`config.mk`:
```
export PLATFORM = sky130hd
export DESIGN_NAME = cjs_sequencer
export DESIGN_NICKNAME = d
export VERILOG_FILES = /design/src/rtl/cjs_pkg.sv /design/src/rtl/cjs_sequencer.sv
export SDC_FILE = /design/constraint.sdc
export NUM_CORES = 1
export LEC_CHECK = 0
export ABC_AREA = 1
export BUFFER_PORTS_ARGS = -buffer_cell sky130_fd_sc_hd__buf_2
export CAP_MARGIN = 10
export CELL_PAD_IN_SITES_DETAIL_PLACEMENT = 0
export CELL_PAD_IN_SITES_GLOBAL_PLACEMENT = 2
export CORE_ASPECT_RATIO = 1.2
export CORE_MARGIN = 2
export CORE_UTILIZATION = 27
export CTS_BUF_LIST = sky130_fd_sc_hd__clkbuf_16
export DETAILED_ROUTE_END_ITERATION = 6
export PLACE_DENSITY = 0.85
export SLEW_MARGIN = 25
export SYNTH_ARGS = -nofsm -noshare
export SYNTH_HDL_FRONTEND = slang
export SYNTH_SLANG_ARGS = --single-unit
```
`constraint.sdc`:
```
create_clock -name aclk -period 2.1 [get_ports aclk]
set_clock_uncertainty 0.1 [all_clocks]
set_input_delay 0.315 -clock aclk [delete_from_list [all_inputs] [get_ports aclk]]
set_output_delay 0.315 -clock aclk [all_outputs]
set_load 0.005 [all_outputs]
```
`src/rtl/cjs_pkg.sv`:
```
// Constants and types for the conditional jump sequencer
package cjs_pkg;
  // Register byte offsets
  localparam logic [7:0] CMD_OFS = 8'h00;
  localparam logic [7:0] DEST_OFS = 8'h04;
  localparam logic [7:0] JOG_OFS = 8'h08;
  localparam logic [7:0] STAT_OFS = 8'h0c;
  // Command word fields
  localparam int CMD_OP_LSB = 0;
  localparam int CMD_SEL_LSB = 4;
  localparam int CMD_BLK_LSB = 8;
  localparam int CMD_DIR_BIT = 16;
  // Destination info fields
  localparam int DEST_DIR_BIT = 0;
  localparam int DEST_FAR_BIT = 1;
  localparam int DEST_MOVE_BIT = 2;
  // Status fields
  localparam int STAT_ST_LSB = 0;
  localparam int STAT_TEST_BIT = 3;
  localparam int STAT_BLK_LSB = 8;
  localparam int STAT_DEST_LSB = 16;
  localparam int STAT_SEL_LSB = 24;
  // Reset values
  localparam logic [7:0] BLK_RST = 8'h00;
  localparam logic [2:0] DEST_RST = 3'h0;
  localparam logic JOG_MODE_RST = 1'b0;
  // Condition sampling period
  localparam int SAMPLE_US = 2000;
  localparam int CLK_KHZ = 25000;
  localparam int SAMPLE_CYC_DEF = SAMPLE_US * CLK_KHZ / 1000;
  localparam int NCOND = 16;
  // Bus responses
  localparam logic [1:0] RESP_OKAY = 2'h0;
  localparam logic [1:0] RESP_SLVERR = 2'h2;

  typedef enum logic [2:0] {
    OP_BLOCK = 3'b000,
    OP_JUMP = 3'b001,
    OP_CALL = 3'b010,
    OP_CONTINUOUS_MOVE = 3'b011,
    OP_STOP_AT_END_MOVE = 3'b100,
    OP_DWELL = 3'b101,
    OP_WAIT = 3'b110,
    OP_END = 3'b111
  } cjs_op_e;

  typedef enum logic [2:0] {
    ST_IDLE = 3'b000,
    ST_ARMED = 3'b001,
    ST_TEST = 3'b010,
    ST_NSTOP = 3'b011,
    ST_JPREP = 3'b100,
    ST_JSTOP = 3'b101
  } cjs_st_e;

  typedef enum logic [1:0] {
    SH_NOW = 2'b00,
    SH_FINISH = 2'b01,
    SH_LEVEL = 2'b10,
    SH_HOLD = 2'b11
  } cjs_shape_e;

  // Profile engine status, same clock
  typedef struct packed {
    logic scurve;
    logic const_vel;
    logic past_mid;
    logic zero_vel;
    logic accel_up;
    logic dest_higher;
  } cjs_prof_s;

  // Requests to the profile engine
  typedef struct packed {
    logic jump;
    logic start_dest;
    logic stop;
    logic jog_accel;
    logic jog_mode;
    logic dest_accel;
    logic testing;
    cjs_shape_e shape;
    logic [7:0] block;
  } cjs_mot_s;
endpackage : cjs_pkg

```
`src/rtl/cjs_sequencer.sv`:
```
// Conditional jump sequencer for one axis, with AXI4-Lite registers
// Behaviour
// Jump at once when the selected condition bit is already set.
// Bit clear: keep destination block and start watching the bit.
// Bit set while watching jumps; block, jump or call ends watching.
// Watching starts only when the next motion-class command starts.
// Dwell, wait, end or reversing move: stop first, then watch.
// Motion carries through only from continuous move to long enough move.
// Carried jump uses the destination block's acceleration.
// Jump stops use jog acceleration and jog acceleration mode.
// S-curve reaches constant velocity before a jump stop decelerates.
// Jump during a stop-at-end move always makes a jump stop.
// Continuous move: jump stop if destination short or reversed.
// S-curve jump stop after midpoint finishes the change first.
// S-curve jump stop before midpoint levels acceleration to zero first.
// Linear or constant-velocity jumps change velocity immediately.
// S-curve after midpoint: finish change, then destination mode.
// S-curve before midpoint against trend: level off, then change.
// Watching persists over further moves until the next block; the code also ends it on a jump or call.
// While watching, sample the condition bit every 2 ms.
// Of several jumps with no motion between, only the last counts.
// A new block after a jump samples the bit one final time.
// After a jump stop reaches zero, start the destination block.
`timescale 1ns/10ps
module cjs_sequencer #(
  parameter int SAMPLE_CYC = cjs_pkg::SAMPLE_CYC_DEF
) (
  // Clock and reset
  input wire logic aclk,
  input wire logic aresetn,
  // AXI4-Lite write
  input wire logic [7:0] awaddr,
  input wire logic awvalid,
  output logic awready,
  input wire logic [31:0] wdata,
  input wire logic [3:0] wstrb,
  input wire logic wvalid,
  output logic wready,
  output logic [1:0] bresp,
  output logic bvalid,
  input wire logic bready,
  // AXI4-Lite read
  input wire logic [7:0] araddr,
  input wire logic arvalid,
  output logic arready,
  output logic [31:0] rdata,
  output logic [1:0] rresp,
  output logic rvalid,
  input wire logic rready,
  // Condition input bits, asynchronous
  input wire logic [cjs_pkg::NCOND-1:0] condition_input_bit,
  // Profile engine
  input wire cjs_pkg::cjs_prof_s prof_i,
  output cjs_pkg::cjs_mot_s mot_o
);

  typedef struct packed {
    logic awrdy;
    logic wrdy;
    logic arrdy;
    logic bvalid;
    logic rvalid;
    logic [1:0] bresp;
    logic [1:0] rresp;
    logic [31:0] rdata;
    logic aw_have;
    logic w_have;
    logic [7:0] awaddr;
    logic [31:0] wdata;
    logic [3:0] wstrb;
    logic [cjs_pkg::NCOND-1:0] sync1;
    logic [cjs_pkg::NCOND-1:0] sync2;
    cjs_pkg::cjs_st_e st;
    logic [7:0] dest;
    logic [3:0] sel;
    logic cur_pm;
    logic cur_dir;
    logic moving;
    logic [2:0] dinfo;
    logic [15:0] tmr;
    cjs_pkg::cjs_mot_s mot;
  } cjs_state_s;

  cjs_state_s s_q;
  cjs_state_s s_d;
  logic cbit;
  logic cmd_go;
  logic wr_go;
  logic trig;
  logic stop_need;
  logic cont;
  logic is_move;
  cjs_pkg::cjs_op_e cmd_op;
  logic [7:0] cmd_blk;
  logic cmd_dir;
  logic busy;

  assign cmd_op = cjs_pkg::cjs_op_e'(s_q.wdata[cjs_pkg::CMD_OP_LSB +: 3]);
  assign cmd_blk = s_q.wdata[cjs_pkg::CMD_BLK_LSB +: 8];
  assign cmd_dir = s_q.wdata[cjs_pkg::CMD_DIR_BIT];
  assign is_move = (cmd_op == cjs_pkg::OP_CONTINUOUS_MOVE) ||
                   (cmd_op == cjs_pkg::OP_STOP_AT_END_MOVE);
  assign busy = (s_q.st == cjs_pkg::ST_NSTOP) ||
                (s_q.st == cjs_pkg::ST_JPREP) ||
                (s_q.st == cjs_pkg::ST_JSTOP);
  // Only the second sync stage is ever looked at
  assign cbit = s_q.sync2[s_q.sel];
  assign stop_need = !is_move ||
                     (s_q.moving && (cmd_dir != s_q.cur_dir));

  always_comb begin
    s_d = s_q;
    s_d.mot.jump = 1'b0;
    s_d.mot.start_dest = 1'b0;
    s_d.sync1 = condition_input_bit;
    s_d.sync2 = s_q.sync1;
    wr_go = 1'b0;
    cmd_go = 1'b0;
    trig = 1'b0;
    cont = 1'b0;
    // Write channels, taken in either order
    if (awvalid && s_q.awrdy) begin
      s_d.aw_have = 1'b1;
      s_d.awaddr = awaddr;
      s_d.awrdy = 1'b0;
    end
    if (wvalid && s_q.wrdy) begin
      s_d.w_have = 1'b1;
      s_d.wdata = wdata;
      s_d.wstrb = wstrb;
      s_d.wrdy = 1'b0;
    end
    if (s_q.bvalid && bready) begin
      s_d.bvalid = 1'b0;
      s_d.awrdy = 1'b1;
      s_d.wrdy = 1'b1;
    end
    if (s_q.aw_have && s_q.w_have && !s_q.bvalid) begin
      s_d.aw_have = 1'b0;
      s_d.w_have = 1'b0;
      s_d.bvalid = 1'b1;
      s_d.bresp = cjs_pkg::RESP_SLVERR;
      // Partial writes would split a command word, so refuse them
      wr_go = (s_q.wstrb == 4'hf);
      if (wr_go) begin
        case (s_q.awaddr)
          cjs_pkg::CMD_OFS: begin
            if (!busy) begin
              cmd_go = 1'b1;
              s_d.bresp = cjs_pkg::RESP_OKAY;
            end
          end
          cjs_pkg::DEST_OFS: begin
            s_d.dinfo = s_q.wdata[2:0];
            s_d.bresp = cjs_pkg::RESP_OKAY;
          end
          cjs_pkg::JOG_OFS: begin
            s_d.mot.jog_mode = s_q.wdata[0];
            s_d.bresp = cjs_pkg::RESP_OKAY;
          end
          default: begin
            s_d.bresp = cjs_pkg::RESP_SLVERR;
          end
        endcase
      end
    end
    // Read channel
    if (s_q.rvalid && rready) begin
      s_d.rvalid = 1'b0;
      s_d.arrdy = 1'b1;
    end
    if (arvalid && s_q.arrdy) begin
      s_d.arrdy = 1'b0;
      s_d.rvalid = 1'b1;
      s_d.rdata = 32'h0000_0000;
      s_d.rresp = cjs_pkg::RESP_OKAY;
      case (araddr)
        cjs_pkg::DEST_OFS: s_d.rdata[2:0] = s_q.dinfo;
        cjs_pkg::JOG_OFS: s_d.rdata[0] = s_q.mot.jog_mode;
        cjs_pkg::STAT_OFS: begin
          s_d.rdata[cjs_pkg::STAT_ST_LSB +: 3] = s_q.st;
          s_d.rdata[cjs_pkg::STAT_TEST_BIT] = s_q.mot.testing;
          s_d.rdata[cjs_pkg::STAT_BLK_LSB +: 8] = s_q.mot.block;
          s_d.rdata[cjs_pkg::STAT_DEST_LSB +: 8] = s_q.dest;
          s_d.rdata[cjs_pkg::STAT_SEL_LSB +: 4] = s_q.sel;
        end
        cjs_pkg::CMD_OFS: s_d.rdata = 32'h0000_0000;
        default: s_d.rresp = cjs_pkg::RESP_SLVERR;
      endcase
    end
    // Periodic sample while watching
    if (s_q.st == cjs_pkg::ST_TEST) begin
      if (s_q.tmr == 16'(SAMPLE_CYC - 1)) begin
        s_d.tmr = 16'h0000;
        trig = cbit;
      end else begin
        s_d.tmr = s_q.tmr + 16'h0001;
      end
    end
    case (s_q.st)
      cjs_pkg::ST_IDLE, cjs_pkg::ST_ARMED, cjs_pkg::ST_TEST: begin
        if (cmd_go) begin
          case (cmd_op)
            cjs_pkg::OP_BLOCK: begin
              // Last look at the bit as the block changes
              if (s_q.st != cjs_pkg::ST_IDLE && cbit) begin
                trig = 1'b1;
              end else begin
                trig = 1'b0;
                s_d.mot.block = cmd_blk;
                s_d.st = cjs_pkg::ST_IDLE;
              end
            end
            cjs_pkg::OP_JUMP: begin
              // A later jump simply overwrites an armed one
              trig = 1'b0;
              s_d.st = cjs_pkg::ST_ARMED;
              s_d.dest = cmd_blk;
              s_d.sel = s_q.wdata[cjs_pkg::CMD_SEL_LSB +: 4];
            end
            cjs_pkg::OP_CALL: begin
              trig = 1'b0;
              s_d.st = cjs_pkg::ST_IDLE;
            end
            default: begin
              s_d.mot.dest_accel = 1'b0;
              s_d.moving = is_move;
              s_d.cur_pm = (cmd_op == cjs_pkg::OP_STOP_AT_END_MOVE);
              s_d.cur_dir = is_move ? cmd_dir : s_q.cur_dir;
              if (s_q.st == cjs_pkg::ST_ARMED) begin
                s_d.tmr = 16'h0000;
                if (stop_need) begin
                  s_d.st = cjs_pkg::ST_NSTOP;
                  s_d.mot.stop = 1'b1;
                end else begin
                  s_d.st = cjs_pkg::ST_TEST;
                  trig = cbit;
                end
              end
              // In ST_TEST further moves keep watching
            end
          endcase
        end
      end
      cjs_pkg::ST_NSTOP: begin
        if (prof_i.zero_vel) begin
          s_d.mot.stop = 1'b0;
          s_d.moving = 1'b0;
          s_d.st = cjs_pkg::ST_TEST;
          s_d.tmr = 16'h0000;
          trig = cbit;
        end
      end
      cjs_pkg::ST_JPREP: begin
        // Hold off until the s-curve has levelled out
        if (!prof_i.scurve || prof_i.const_vel) begin
          s_d.st = cjs_pkg::ST_JSTOP;
          s_d.mot.stop = 1'b1;
          s_d.mot.jog_accel = 1'b1;
          s_d.mot.shape = cjs_pkg::SH_NOW;
        end
      end
      cjs_pkg::ST_JSTOP: begin
        if (prof_i.zero_vel) begin
          s_d.st = cjs_pkg::ST_IDLE;
          s_d.mot.stop = 1'b0;
          s_d.mot.jog_accel = 1'b0;
          s_d.moving = 1'b0;
          s_d.mot.block = s_q.dest;
          s_d.mot.start_dest = 1'b1;
        end
      end
      default: begin
        s_d.st = cjs_pkg::ST_IDLE;
      end
    endcase
    // Jump taken: carry motion through or stop on it
    if (trig) begin
      s_d.mot.jump = 1'b1;
      // Next-state view, so a move decoded this cycle is the one judged
      cont = !s_d.cur_pm && s_d.moving &&
             s_q.dinfo[cjs_pkg::DEST_MOVE_BIT] &&
             s_q.dinfo[cjs_pkg::DEST_FAR_BIT] &&
             (s_q.dinfo[cjs_pkg::DEST_DIR_BIT] == s_d.cur_dir);
      if (!prof_i.scurve || prof_i.const_vel) begin
        s_d.mot.shape = cjs_pkg::SH_NOW;
      end else if (prof_i.past_mid) begin
        s_d.mot.shape = cjs_pkg::SH_FINISH;
      end else if (cont && prof_i.accel_up == prof_i.dest_higher) begin
        s_d.mot.shape = cjs_pkg::SH_HOLD;
      end else begin
        s_d.mot.shape = cjs_pkg::SH_LEVEL;
      end
      if (cont) begin
        s_d.st = cjs_pkg::ST_IDLE;
        s_d.mot.block = s_q.dest;
        s_d.mot.dest_accel = 1'b1;
        s_d.mot.start_dest = 1'b1;
      end else begin
        s_d.st = cjs_pkg::ST_JPREP;
        s_d.mot.stop = 1'b0;
      end
    end
    s_d.mot.testing = (s_d.st == cjs_pkg::ST_TEST);
  end

  always_ff @(posedge aclk) begin
    if (!aresetn) begin
      s_q <= '0;
      s_q.awrdy <= 1'b1;
      s_q.wrdy <= 1'b1;
      s_q.arrdy <= 1'b1;
      s_q.dinfo <= cjs_pkg::DEST_RST;
      s_q.mot.block <= cjs_pkg::BLK_RST;
      s_q.mot.jog_mode <= cjs_pkg::JOG_MODE_RST;
    end else begin
      s_q <= s_d;
    end
  end

  assign awready = s_q.awrdy;
  assign wready = s_q.wrdy;
  assign bvalid = s_q.bvalid;
  assign bresp = s_q.bresp;
  assign arready = s_q.arrdy;
  assign rvalid = s_q.rvalid;
  assign rdata = s_q.rdata;
  assign rresp = s_q.rresp;
  assign mot_o = s_q.mot;
endmodule : cjs_sequencer

```
==> results of run 1 <==
## metal layers
layer  up-vias  track usage, %  wire (um)
li1       3205               -          -
met1      2734            17.9       8490
met2       119            23.7       8480
met3        19            2.34        554
met4         0            5.13        315
met5         -               0          0
## per-stage QoR
stage | setup TNS [ns] | setup slack [ns] | hold slack (ns) | cell area, sq um | std cells
after floorplan | 0 | 0.141 | 0.290 | 6680 | 925
after global placement | -1.22 | -0.111 | 0.298 | 7770 | 1355
after detailed placement | -1.69 | -0.167 | 0.297 | 7770 | 1355
after CTS | -0.0192 | -0.0192 | 0.0226 | 8690 | 1411
after global routing | -2.49 | -0.194 | 0.0498 | 9010 | 1419
final | -0.311 | -0.0405 | 0.0405 | 9010 | 1419
## what timing repair did
item / CTS / global route
setup buffers: 8 / 7
cloned: 0 / 1
endpoints found under the setup margin: 20 / 31
hold buffers: 16 / 0
pin swaps: 5 / 20
resized for setup: 22 / 67
endpoints found under the hold margin: 16 / 0
## kinds of logic (layout without fill, tap and decap cells)
kind of cell,after synthesis,after routing,synth area share [%]
AND/OR/NAND/NOR,404,404,26.8
buffers and inverters,213,387,15.3
flip-flops,147,147,44.3
AO/OA/AOI/OAI,143,143,12.4
XOR/XNOR,6,6,0.791
adder cells (fa/ha/maj),1,1,0.188
other,1,10,0.0565
multiplexers,1,1,0.151
## registers in the layout (all words and copies together), names as in the netlist, 3 cells and up
| register | flops |
|---|---|
| s_d | 16 |
| cmd_op | 3 |
| rdata | 24 |
| s_q | 71 |
| cmd_blk | 8 |
| mot_o | 17 |
## area by class of cell
type | count | area (sq um)
Inverter | 127 | 482
Clock inverter | 15 | 206
Tap cell | 320 | 400
Timing Repair Buffer | 228 | 1570
Clock buffer | 17 | 425
Multi-Input combinational cell | 565 | 2970
Fill cell | 2572 | 15000
Sequential cell | 147 | 2960
## worst min-delay path by stage
stage / from / end / slack (ns) / depth (start not counted)
finish: wdata[8] / cmd_blk[0] / 0.04 / 3
detailed placement: s_d[54] / s_q[54] / 0.30 / 2
global route: bready / awready / 0.05 / 3
floorplan: s_d[54] / s_q[54] / 0.29 / 2
CTS: wdata[9] / cmd_blk[1] / 0.02 / 3
global placement: s_d[54] / s_q[54] / 0.30 / 2
## critical path, delay by kind of cell, from the launching register on
kind / cells / cell delay, ns
AOI/OAI and AO/OA: 1 / 0.25
buffers and inverters: 5 / 0.66
DFF: 1 / 0.35
and+or+nand+nor: 8 / 0.69
## power by group through the flow
| stage | clock, mW | sequential (mW) | combinational [mW] |
|---|---|---|---|
| floorplan | 0 | 2.98 | 0.251 |
| global placement | 0 | 2.99 | 0.438 |
| detailed placement | 0 | 2.99 | 0.441 |
| CTS | 3.24 | 2.92 | 0.470 |
| global route | 3.36 | 2.94 | 0.554 |
| finish | 3.14 | 2.93 | 0.488 |
## layout by cell type, fill, tap and decap left out, types with 11 or more instances in the layout
master and n:
sky130_fd_sc_hd__clkbuf_16 18, sky130_fd_sc_hd__o21ai_0 39, sky130_fd_sc_hd__nor2_1 107, sky130_fd_sc_hd__buf_4 87
sky130_fd_sc_hd__a211oi_1 15, sky130_fd_sc_hd__nand3_1 59, sky130_fd_sc_hd__dfxtp_1 136, sky130_fd_sc_hd__nor2_4 14
sky130_fd_sc_hd__inv_1 115, sky130_fd_sc_hd__a21oi_1 51, sky130_fd_sc_hd__dlygate4sd3_1 16, sky130_fd_sc_hd__nand3_2 11
sky130_fd_sc_hd__nand2_2 16, sky130_fd_sc_hd__nand2_1 161, sky130_fd_sc_hd__buf_2 112
==> implementation parameters, run 1 <==
Parameter                              Value

Synth
  Post-synth top flop ... sky130_fd_sc_hd__dfxtp_1
  Mean instance size in the synthesized netlist ... 7.25 sq um
  Sequential share of the synthesized area ... between 40 and 50%
  Cell count after synthesis ... 916
  Cell type with the highest aggregate area in the netlist ... sky130_fd_sc_hd__dfxtp_1
  Ranking of synthesized cells by instance count ... 177 x sky130_fd_sc_hd__nand2_1, 147 x sky130_fd_sc_hd__dfxtp_1, 118 x sky130_fd_sc_hd__inv_1, 115 x sky130_fd_sc_hd__nor2_1, 69 x sky130_fd_sc_hd__nand3_1
  Async set-or-reset flop fraction in the synthesized netlist ... 0%
  Number of warnings issued by yosys ... 0
  Number of distinct library cells after synthesis ... 42
  Count of flip-flops with a built-in enable after synthesis ... 0
  Cell types occupying the most area after synthesis ... sky130_fd_sc_hd__dfxtp_1 44%, sky130_fd_sc_hd__nand2_1 10%, sky130_fd_sc_hd__inv_1 6.7%, sky130_fd_sc_hd__nor2_1 6.5%, sky130_fd_sc_hd__buf_4 6.1%
  Netlist area before placement ... 6640 sq um
  Number of storage elements in the synthesis netlist ... 147
  Dominant cell by count in the synthesized netlist ... sky130_fd_sc_hd__nand2_1
  Top-area cell type share of the netlist area ... 44.3%

Routing
  Drt pass-1 iters ... 4
  Via count ... ~6000
  Drt via density ... 4.28
  Iteration-0 DRC Markers ... 324
  Detail-routed net length per standard cell ... around 13 um
  Remaining antenna violation count ... 0
  Detailed-route wire length ... 17800 um
  Post-route DRC violation count ... 0

Global routing
  Maximum number of pins on one net before global-route repair ... between 50 and 60
  Antenna violations before repair ... 0
  Total global-route track usage ... 14.0%
  GRT overflow ... 0
  Number of global-route vias before repair ... between 5000 and 6000
  Global-route wire length before repair ... 28800 um

Power
  Share of total power in combinational logic ... 7.5%
  Sw power ... between 1.5 and 2 mW
  Max rail drop VDD ... approximately 0.55 mV
  Power density over cell area ... 727 nW/um^2
  Total chip power ... 6.56 mW
  Static leakage power ... 4.20 nW
  Int Pwr ... 4.73 mW
  Clock power frac ... between 40% and 50%
  Switching fraction of total power ... 27.8%
  Part of the power in registers ... 44.7%

Final layout
  Post-Route Utilization ... between 30 and 40%
  Number of nets in the layout ... 1168
  Layout Area Growth over Synthesis ... 35.7%
  Fraction of layout cells with a size suffix above 1 ... roughly 30%
  Antenna Diode Count ... 0

Outcome
  Run status ... finished, violations left
  Violated checks ... negative setup slack

Floorplanning
  Number of ports placed on the die boundary ... 139
  Die area ... 25900 sq um
  Core region area ... 24000 sq um
  Number of placement rows ... 62
  Die Wd ... 147 um
  Starting density of the core ... 27.6%
  Die outline height ... about 180 um

Worst setup path
  Register-to-register path setup slack ... -0.04 ns
  Endpoint kind of the worst setup timing path ... flip-flop
  Last element of the critical path ... mot_o[6]
  Depth of the most critical reg-to-reg path ... 14
  Worst Setup Start Kind ... flip-flop
  Critical path cell sequence ... buf_6 > buf_6 > nor3_4 > inv_2 > buf_6 > o32ai_4 > nand2_1 > nand2_1 > nand2_1 > nand2_2 > buf_6 > nand3_1 > nand2_1 > nor2_1
  Maximum cell stage delay along the critical path ... 0.35 ns
  Max FO, Critical Path ... 14
  Critical Path RT ... approximately 2.3 ns
  Startpoint of the most critical register-to-register path ... s_q[51]
  Startpoint-to-endpoint class of the critical path ... reg2reg
  Crit path DAT ... 2.37 ns
  Endpoint of the worst-slack reg-to-reg timing path ... mot_o[6]
  CP max stage cell ... sky130_fd_sc_hd__dfxtp_4
  Worst setup path startpoint ... s_q[51]

STA
  Fmax achieved ... 467 MHz
  Remaining max-slew budget at the tightest pin ... ~61%
  Final period utilization ... 102%
  Setup violators final ... 10
  Smallest setup slack after layout ... -0.0405 ns
  Final number of hold-violating endpoints ... 0
  Transition time at the pin with the least slew margin ... 0.579 ns
  Post-layout minimum cycle time ... 2.14 ns
  Max-slew violations ... 0
  RSZ-0062 raised after global routing ... yes

Place
  HPWL reported at the end of detailed placement ... 12800 um
  Routability congestion estimate ... 0.912
  Port buffer count ... between 100 and 150

Clocking
  Master cell of the clock root buffer ... sky130_fd_sc_hd__clkbuf_16
  Clock-pin slew on the worst setup and hold paths ... 0.07 ns
  Clock net sink count ... 147
  Count of H-tree levels built during CTS ... 4
  Later-pin clock latency in the skew report ... 0.43 ns
  Clock tree from TritonCTS ... built
  Number of buffers added by the clock tree synthesis step ... 17
  CTS Buffer Depth ... 2

Flow run
  Max-cap viol count ... 0

Hold path
  Min-Delay Path Class ... in2reg
No activity file was read; power rests on OpenSTA's default activity.
==> run 2, diff against run 1 <==
--- a/config.mk
+++ b/config.mk
@@ -16,6 +16,7 @@
 export CTS_BUF_LIST = sky130_fd_sc_hd__clkbuf_16
 export DETAILED_ROUTE_END_ITERATION = 6
 export PLACE_DENSITY = 0.85
+export RECOVER_POWER = 100
 export SLEW_MARGIN = 25
 export SYNTH_ARGS = -nofsm -noshare
 export SYNTH_HDL_FRONTEND = slang
==> run 2 against run 1 <==
  * Non-clock buffer count unchanged
  * Hold slack about the same
  * Clock power about the same
  * Wire length about the same
  * Largest cell class unchanged
  * The flow still finishes with violations (negative setup slack)
  * Sequential share of layout area up 0.17 points
==> implementation parameters, run 2 (same netlist as run 1, synthesis figures left out) <==
Parameter                              Value

Outcome
  Run status ... finished, violations left
  Violated checks ... negative setup slack

Flow run
  Max-cap viol count ... 0 (unchanged)

Global routing
  Number of global-route vias before repair ... 5781 (unchanged)
  Total global-route track usage ... 14.0% (unchanged)
  Global-route wire length before repair ... 28800 um (unchanged)
  Antenna violations before repair ... 0 (unchanged)
  Maximum number of pins on one net before global-route repair ... 59 (unchanged)
  GRT overflow ... 0 (unchanged)

Power
  Clock power frac ... 47.9% (about the same)
  Int Pwr ... 4.73 mW (-0.13%)
  Part of the power in registers ... 44.7% (about the same)
  Static leakage power ... 4.07 nW (-3.0%)
  Sw power ... 1.82 mW (about the same)
  Share of total power in combinational logic ... 7.4% (about the same)
  Max rail drop VDD ... 0.545 mV (-0.11%)
  Switching fraction of total power ... 27.8% (about the same)
  Power density over cell area ... 730 nW/um^2 (+0.42%)
  Total chip power ... 6.55 mW (about the same)

STA
  Fmax achieved ... 467 MHz (about the same)
  Remaining max-slew budget at the tightest pin ... 22.3% (-39 points)
  Setup violators final ... 10 (unchanged)
  Post-layout minimum cycle time ... 2.14 ns (+0.00188 ns)
  Transition time at the pin with the least slew margin ... 1.17 ns (+0.586 ns)
  Smallest setup slack after layout ... -0.0424 ns (-0.00188 ns)
  Max-slew violations ... 0 (unchanged)
  Final period utilization ... 102% (about the same)
  RSZ-0062 raised after global routing ... yes
  Total negative setup slack ... -0.311 ns (+0.000689 ns)
  Final number of hold-violating endpoints ... 0 (unchanged)

Worst setup path
  Depth of the most critical reg-to-reg path ... 14 (unchanged)
  CP max stage cell ... sky130_fd_sc_hd__dfxtp_4
  WP buf/inv ... 5 (unchanged)
  Startpoint-to-endpoint class of the critical path ... reg2reg
  Maximum cell stage delay along the critical path ... 0.35 ns (about the same)
  Worst Setup Start Kind ... flip-flop
  Endpoint of the worst-slack reg-to-reg timing path ... mot_o[6]
  Critical Path RT ... 2.32 ns (about the same)
  Crit path DAT ... 2.37 ns (about the same)
  Startpoint of the most critical register-to-register path ... s_q[51]
  Largest delay contributor family on the critical path ... simple AND/OR/NAND/NOR gates
  Max FO, Critical Path ... 14 (unchanged)
  Register-to-register path setup slack ... -0.04 ns (about the same)
  Critical path cell sequence ... buf_6 > buf_6 > nor3_4 > inv_2 > buf_6 > o32ai_4 > nand2_1 > nand2_1 > nand2_1 > nand2_2 > buf_6 > nand3_1 > nand2_1 > nor2_1
  Endpoint kind of the worst setup timing path ... flip-flop

Hold path
  Terminating pin of the worst hold path ... cmd_blk[0]
  Min-Delay Path Class ... in2reg
  Worst Hold Launch ... wdata[8]
  Hold depth ... 3 (unchanged)

Final layout
  Sequential cell area in the final layout ... 2960 sq um (unchanged)
  Most used cells in the layout excluding fill and tap cells ... 161 x sky130_fd_sc_hd__nand2_1, 136 x sky130_fd_sc_hd__dfxtp_1, 115 x sky130_fd_sc_hd__inv_1
  Number of nets in the layout ... 1168 (unchanged)
  Finished Cell Area ... 8970 sq um (-0.51%)
  Total area of multi-input combinational cells ... 2970 sq um (unchanged)
  Layout Area Growth over Synthesis ... 35.0%
  Reg with most FFs ... s_q
  Fraction of layout cells with a size suffix above 1 ... 27.1% (-2.8 points)
  Antenna Diode Count ... 0 (unchanged)
  Largest register FFs ... 71 (unchanged)
  Most frequent standard cell in the layout excluding fill and tap cells ... sky130_fd_sc_hd__nand2_1
  # fillers ... 2590 (+0.70%)

Clocking
  Master cell of the clock root buffer ... sky130_fd_sc_hd__clkbuf_16
  Clock net sink count ... 147 (unchanged)
  Clock tree from TritonCTS ... built
  Number of buffers added by the clock tree synthesis step ... 17 (unchanged)
  Clock-pin slew on the worst setup and hold paths ... 0.07 ns (about the same)
  CTS Buffer Depth ... 2 (unchanged)
  Count of H-tree levels built during CTS ... 4 (unchanged)
  Later-pin clock latency in the skew report ... 0.43 ns (about the same)

Place
  Placed Area ... 7770 sq um (unchanged)
  HPWL reported at the end of detailed placement ... 12800 um (unchanged)
  Routability congestion estimate ... 0.912 (unchanged)
  Port buffer count ... 112 (unchanged)

Routing
  Iteration-0 DRC Markers ... 279 (-14%)
  Detail-routed net length per standard cell ... 12.6 um (about the same)
  Remaining antenna violation count ... 0 (unchanged)
  Drt via density ... 4.28 (about the same)
  Via count ... 6079 (+0.033%)
  Drt pass-1 iters ... 4 (unchanged)
  Detailed-route wire length ... 17800 um (about the same)
  Post-route DRC violation count ... 0 (unchanged)

Floorplanning
  Starting density of the core ... 27.6% (unchanged)
  Die Wd ... 147 um (unchanged)
  Number of placement rows ... 62 (unchanged)
  Number of ports placed on the die boundary ... 139 (unchanged)
  Die area ... 25900 sq um (unchanged)
  Die outline height ... 176 um (unchanged)
  Core region area ... 24000 sq um (unchanged)
==> run 2: area by class of cell <==
type                       count  area share (%)
clock buffer                  17            4.74
clock inverter                15            2.30
inverter                     127            5.37
multi-input combinational    565            33.1
sequential                   147            33.0
tap                          320            4.47
timing repair buffer         228            17.0
==> run 2: power groups by stage <==
stage / sequential (mW) / clock (mW) / combinational [mW]
finish: 2.93 / 3.14 / 0.482
global route: 2.94 / 3.36 / 0.547
CTS: 2.92 / 3.24 / 0.470
detailed placement: 2.99 / 0 / 0.441
global placement: 2.99 / 0 / 0.438
floorplan: 2.98 / 0 / 0.251
==> run 2: worst max path at each step <==
stage	start	cells past startpoint	to
3_5_place_dp	s_q[131]	15	mot_o[5]
6_report	s_q[51]	14	mot_o[6]
2_1_floorplan	s_q[51]	15	s_q[32]
3_3_place_gp	s_q[131]	15	mot_o[5]
5_1_grt	s_q[130]	16	mot_o[0]
4_1_cts	s_q[51]	16	s_q[32]
==> run 2: metrics by stage <==
stage | worst slack [ns] | instances | hold WS [ns] | utilization, %
4_1_cts | -0.0192 | 1411 | 0.0226 | 36.1
3_5_place_dp | -0.167 | 1355 | 0.297 | 32.3
2_1_floorplan | 0.141 | 925 | 0.290 | -
6_report | -0.0424 | 1419 | 0.0400 | 37.3
5_1_grt | -0.194 | 1419 | 0.0498 | 37.3
3_3_place_gp | -0.111 | 1355 | 0.298 | 32.3
==> run 2: what timing repair did <==
item	in CTS	in global routing
resized for setup	22	67
setup buffers	8	7
endpoints found under the hold margin	16	0
hold buffers	16	0
pin swaps	5	20
setup endpoints to repair	20	31
gates cloned	0	1
==> run 2: tightest hold or removal path: stages <==
cell and delay, ns:
sky130_fd_sc_hd__buf_2 0.08, sky130_fd_sc_hd__o21ai_0 0.07, sky130_fd_sc_hd__nor2_1 0.07
==> run 2: routing by layer <==
metal  wire length [um]  global-route usage, %  vias to the layer above
met3                666                   2.34                       23
met5                  0                      0                        -
met4                328                   5.13                        0
met2               8430                   23.7                      137
met1               8420                   17.9                     2713
li1                   -                      -                     3206
==> run 3, diff against run 2 <==
--- a/config.mk
+++ b/config.mk
@@ -10,7 +10,6 @@
 export CAP_MARGIN = 10
 export CELL_PAD_IN_SITES_DETAIL_PLACEMENT = 0
 export CELL_PAD_IN_SITES_GLOBAL_PLACEMENT = 2
-export CORE_ASPECT_RATIO = 1.2
 export CORE_MARGIN = 2
 export CORE_UTILIZATION = 27
 export CTS_BUF_LIST = sky130_fd_sc_hd__clkbuf_16
==> run 3 against run 2 <==
  * The flow still finishes with violations (negative setup slack)
  * Sequential power about the same
  * Cell count shrank 0.49%
  * First-iteration DRC count rose by 6.1%
  * Via count is 0.59% lower
  * Count of clock-buffer cells in the layout did not move
  * Core utilization is 0.52 points lower
  * Largest cell class is now flip-flops and latches
  * Register-to-register slack is essentially flat
  * Hold slack worse by 0.013 ns
  * Combinational power barely moved
==> implementation parameters, run 3 (same netlist as run 1, synthesis figures left out) <==
Parameter                              Value

Outcome
  Run status ... finished, violations left
  Violated checks ... negative setup slack

Global routing
  Maximum number of pins on one net before global-route repair ... 78 (+32%)
  Total global-route track usage ... 13.7% (-0.22 points)
  Met1 layer usage reported by global route ... 18.8% (+0.95 points)
  Global-route track usage on met2 ... 21.6% (-2.0 points)
  GRT overflow ... 0 (unchanged)
  Antenna violations before repair ... 0 (unchanged)
  Global-route wire length before repair ... 28300 um (-1.9%)
  Met3 GRT Util ... 2.84% (+0.50 points)
  Number of global-route vias before repair ... 5489 (-5.1%)
  Most used routing layer in global routing ... met2

Worst setup path
  Endpoint of the worst-slack reg-to-reg timing path ... mot_o[1]
  Max FO, Critical Path ... 7 (-7)
  Critical Path RT ... 2.32 ns (about the same)
  Register-to-register path setup slack ... -0.05 ns (about the same)
  Startpoint of the most critical register-to-register path ... s_q[129]
  Crit path DAT ... 2.37 ns (about the same)
  Startpoint-to-endpoint class of the critical path ... reg2reg
  Depth of the most critical reg-to-reg path ... 15 (+1)
  Endpoint kind of the worst setup timing path ... flip-flop
  Worst Setup Start Kind ... flip-flop

Place
  HPWL reported at the end of detailed placement ... 12700 um (-0.93%)
  Worst slack at placement ... -0.149 ns (+0.0180 ns)
  Port buffer count ... 112 (unchanged)
  Placed Area ... 7740 sq um (-0.32%)
  Routability congestion estimate ... 0.808 (-11%)

Routing
  Via count ... 6043 (-0.59%)
  Post-route DRC violation count ... 0 (unchanged)
  Detailed-route wire length ... 18000 um (+0.80%)
  Drt pass-1 iters ... 4 (unchanged)
  Remaining antenna violation count ... 0 (unchanged)
  Iteration-0 DRC Markers ... 296 (+6.1%)
  Drt via density ... 4.28 (about the same)
  Detail-routed net length per standard cell ... 12.7 um (+1.3%)

Final layout
  Finished Cell Area ... 8910 sq um (-0.57%)
  # fillers ... 2604 (+0.54%)
  Most frequent standard cell in the layout excluding fill and tap cells ... sky130_fd_sc_hd__nand2_1
  Total area of multi-input combinational cells ... 2950 sq um (-0.72%)
  Reg with most FFs ... s_q
  Number of nets in the layout ... 1157 (-0.94%)
  Layout Area Growth over Synthesis ... 34.2%
  Fraction of layout cells with a size suffix above 1 ... 29.4% (+2.3 points)
  Largest register FFs ... 71 (unchanged)
  Antenna Diode Count ... 0 (unchanged)
  Sequential cell area in the final layout ... 2960 sq um (about the same)
  Most used cells in the layout excluding fill and tap cells ... 159 x sky130_fd_sc_hd__nand2_1, 137 x sky130_fd_sc_hd__dfxtp_1, 115 x sky130_fd_sc_hd__inv_1

Floorplanning
  Number of ports placed on the die boundary ... 139 (unchanged)
  Core region area ... 24200 sq um (+0.83%)
  Die Wd ... 161 um (+9.3%)
  Starting density of the core ... 27.4% (-0.23 points)
  Number of placement rows ... 57 (-8.1%)
  Die area ... 25900 sq um (about the same)
  Die outline height ... 161 um (-8.5%)

Clocking
  Count of H-tree levels built during CTS ... 4 (unchanged)
  Clock-pin slew on the worst setup and hold paths ... 0.07 ns (about the same)
  Clock tree from TritonCTS ... built
  Master cell of the clock root buffer ... sky130_fd_sc_hd__clkbuf_16
  Clock net sink count ... 147 (unchanged)
  Number of buffers added by the clock tree synthesis step ... 17 (unchanged)
  CTS Buffer Depth ... 2 (unchanged)
  Later-pin clock latency in the skew report ... 0.43 ns (about the same)

Power
  Static leakage power ... 4.12 nW (+1.1%)
  Max rail drop VDD ... 0.417 mV (-23%)
  Power density over cell area ... 737 nW/um^2 (+0.90%)

STA
  Final period utilization ... 102% (+0.48 points)
  Max-slew violations ... 0 (unchanged)
  Transition time at the pin with the least slew margin ... 0.496 ns (-0.669 ns)
  Final hold slack ... 0.0272 ns (-0.0129 ns)
  Setup violators final ... 10 (unchanged)
  Smallest setup slack after layout ... -0.0524 ns (-0.0100 ns)
  Fmax achieved ... 465 MHz (-0.47%)
  Post-layout minimum cycle time ... 2.15 ns (+0.0100 ns)
  Final number of hold-violating endpoints ... 0 (unchanged)
  RSZ-0062 raised after global routing ... yes
  Remaining max-slew budget at the tightest pin ... 66.6% (+44 points)

Hold path
  Min-Delay Path Class ... in2reg
  Hold depth ... 3 (unchanged)
  Terminating pin of the worst hold path ... awready
  Worst Hold Launch ... bready

Flow run
  Max-cap viol count ... 0 (unchanged)
[run 3: cell count changes in the layout (fill, tap and decap cells not counted), sizes merged]
cell	delta
clkbuf	-30
buf	+19
clkinv	-3
bufinv	+2
inv	+1
[run 3: timing repair]
item | in CTS | in global routing
gates cloned | 0 | 2
setup endpoints to repair | 18 | 24
resized for setup | 21 | 66
buffers inserted | 1 | 12
pin swaps | 0 | 21
hold endpoints to repair | 16 | 0
hold buffers | 16 | 0
[run 3: metal layers]
layer | up-vias | part of all wire [%] | wire (um)
met3 | 15 | 5.8 | 1040
met2 | 139 | 45 | 8040
met5 | - | 0 | 0
li1 | 3185 | - | -
met1 | 2704 | 48 | 8640
met4 | 0 | 1.5 | 268
[run 3: per-stage QoR]
stage,std cells,utilization [%],power (mW),setup TNS (ns)
2_1_floorplan,925,-,3.23,0
3_3_place_gp,1350,31.9,3.43,-0.828
3_5_place_dp,1350,31.9,3.44,-1.11
4_1_cts,1399,35.4,6.65,-0.00626
5_1_grt,1412,36.8,6.86,-2.31
6_report,1412,36.8,6.57,-0.304
[run 3: layout make-up]
cell class	count	share of cell area, %
Clock buffer	17	4.77
Clock inverter	15	2.08
Inverter	127	5.40
Multi-Input combinational cell	565	33.0
Sequential cell	147	33.2
Tap cell	324	4.55
Timing Repair Buffer	217	17.0
[run 3: how the worst max path moves through the flow]
stage / start / endpoint / slack, ns / depth (start not counted)
floorplan: s_q[51] / s_q[32] / 0.14 / 15
global placement: s_q[122] / mot_o[3] / -0.10 / 15
detailed placement: s_q[130] / mot_o[1] / -0.15 / 16
CTS: s_q[122] / mot_o[1] / -0.005 / 12
global route: s_q[123] / mot_o[0] / -0.16 / 15
finish: s_q[129] / mot_o[1] / -0.05 / 15
[run 3: critical path, stage by stage (launching register included)]
cell and delay, ns:
sky130_fd_sc_hd__dfxtp_2 0.33, sky130_fd_sc_hd__nor2_2 0.10, sky130_fd_sc_hd__nand3_2 0.11, sky130_fd_sc_hd__nor2_4 0.18, sky130_fd_sc_hd__nand2_2 0.09, sky130_fd_sc_hd__nor2_4 0.14, sky130_fd_sc_hd__nand3_2 0.10, sky130_fd_sc_hd__nand2_1 0.08
sky130_fd_sc_hd__nand3_2 0.08, sky130_fd_sc_hd__a21oi_2 0.18, sky130_fd_sc_hd__nand2_2 0.12, sky130_fd_sc_hd__inv_4 0.10, sky130_fd_sc_hd__buf_8 0.14, sky130_fd_sc_hd__nand3_1 0.08, sky130_fd_sc_hd__nand2_1 0.06, sky130_fd_sc_hd__nor2_1 0.04
[run 3: power by group]
group | internal (mW) | total, mW | switching [mW] | leakage (nW)
combinational | 0.209 | 0.485 | 0.276 | 2.61
clock | 1.81 | 3.15 | 1.35 | 0.302
sequential | 2.88 | 2.93 | 0.0532 | 1.20
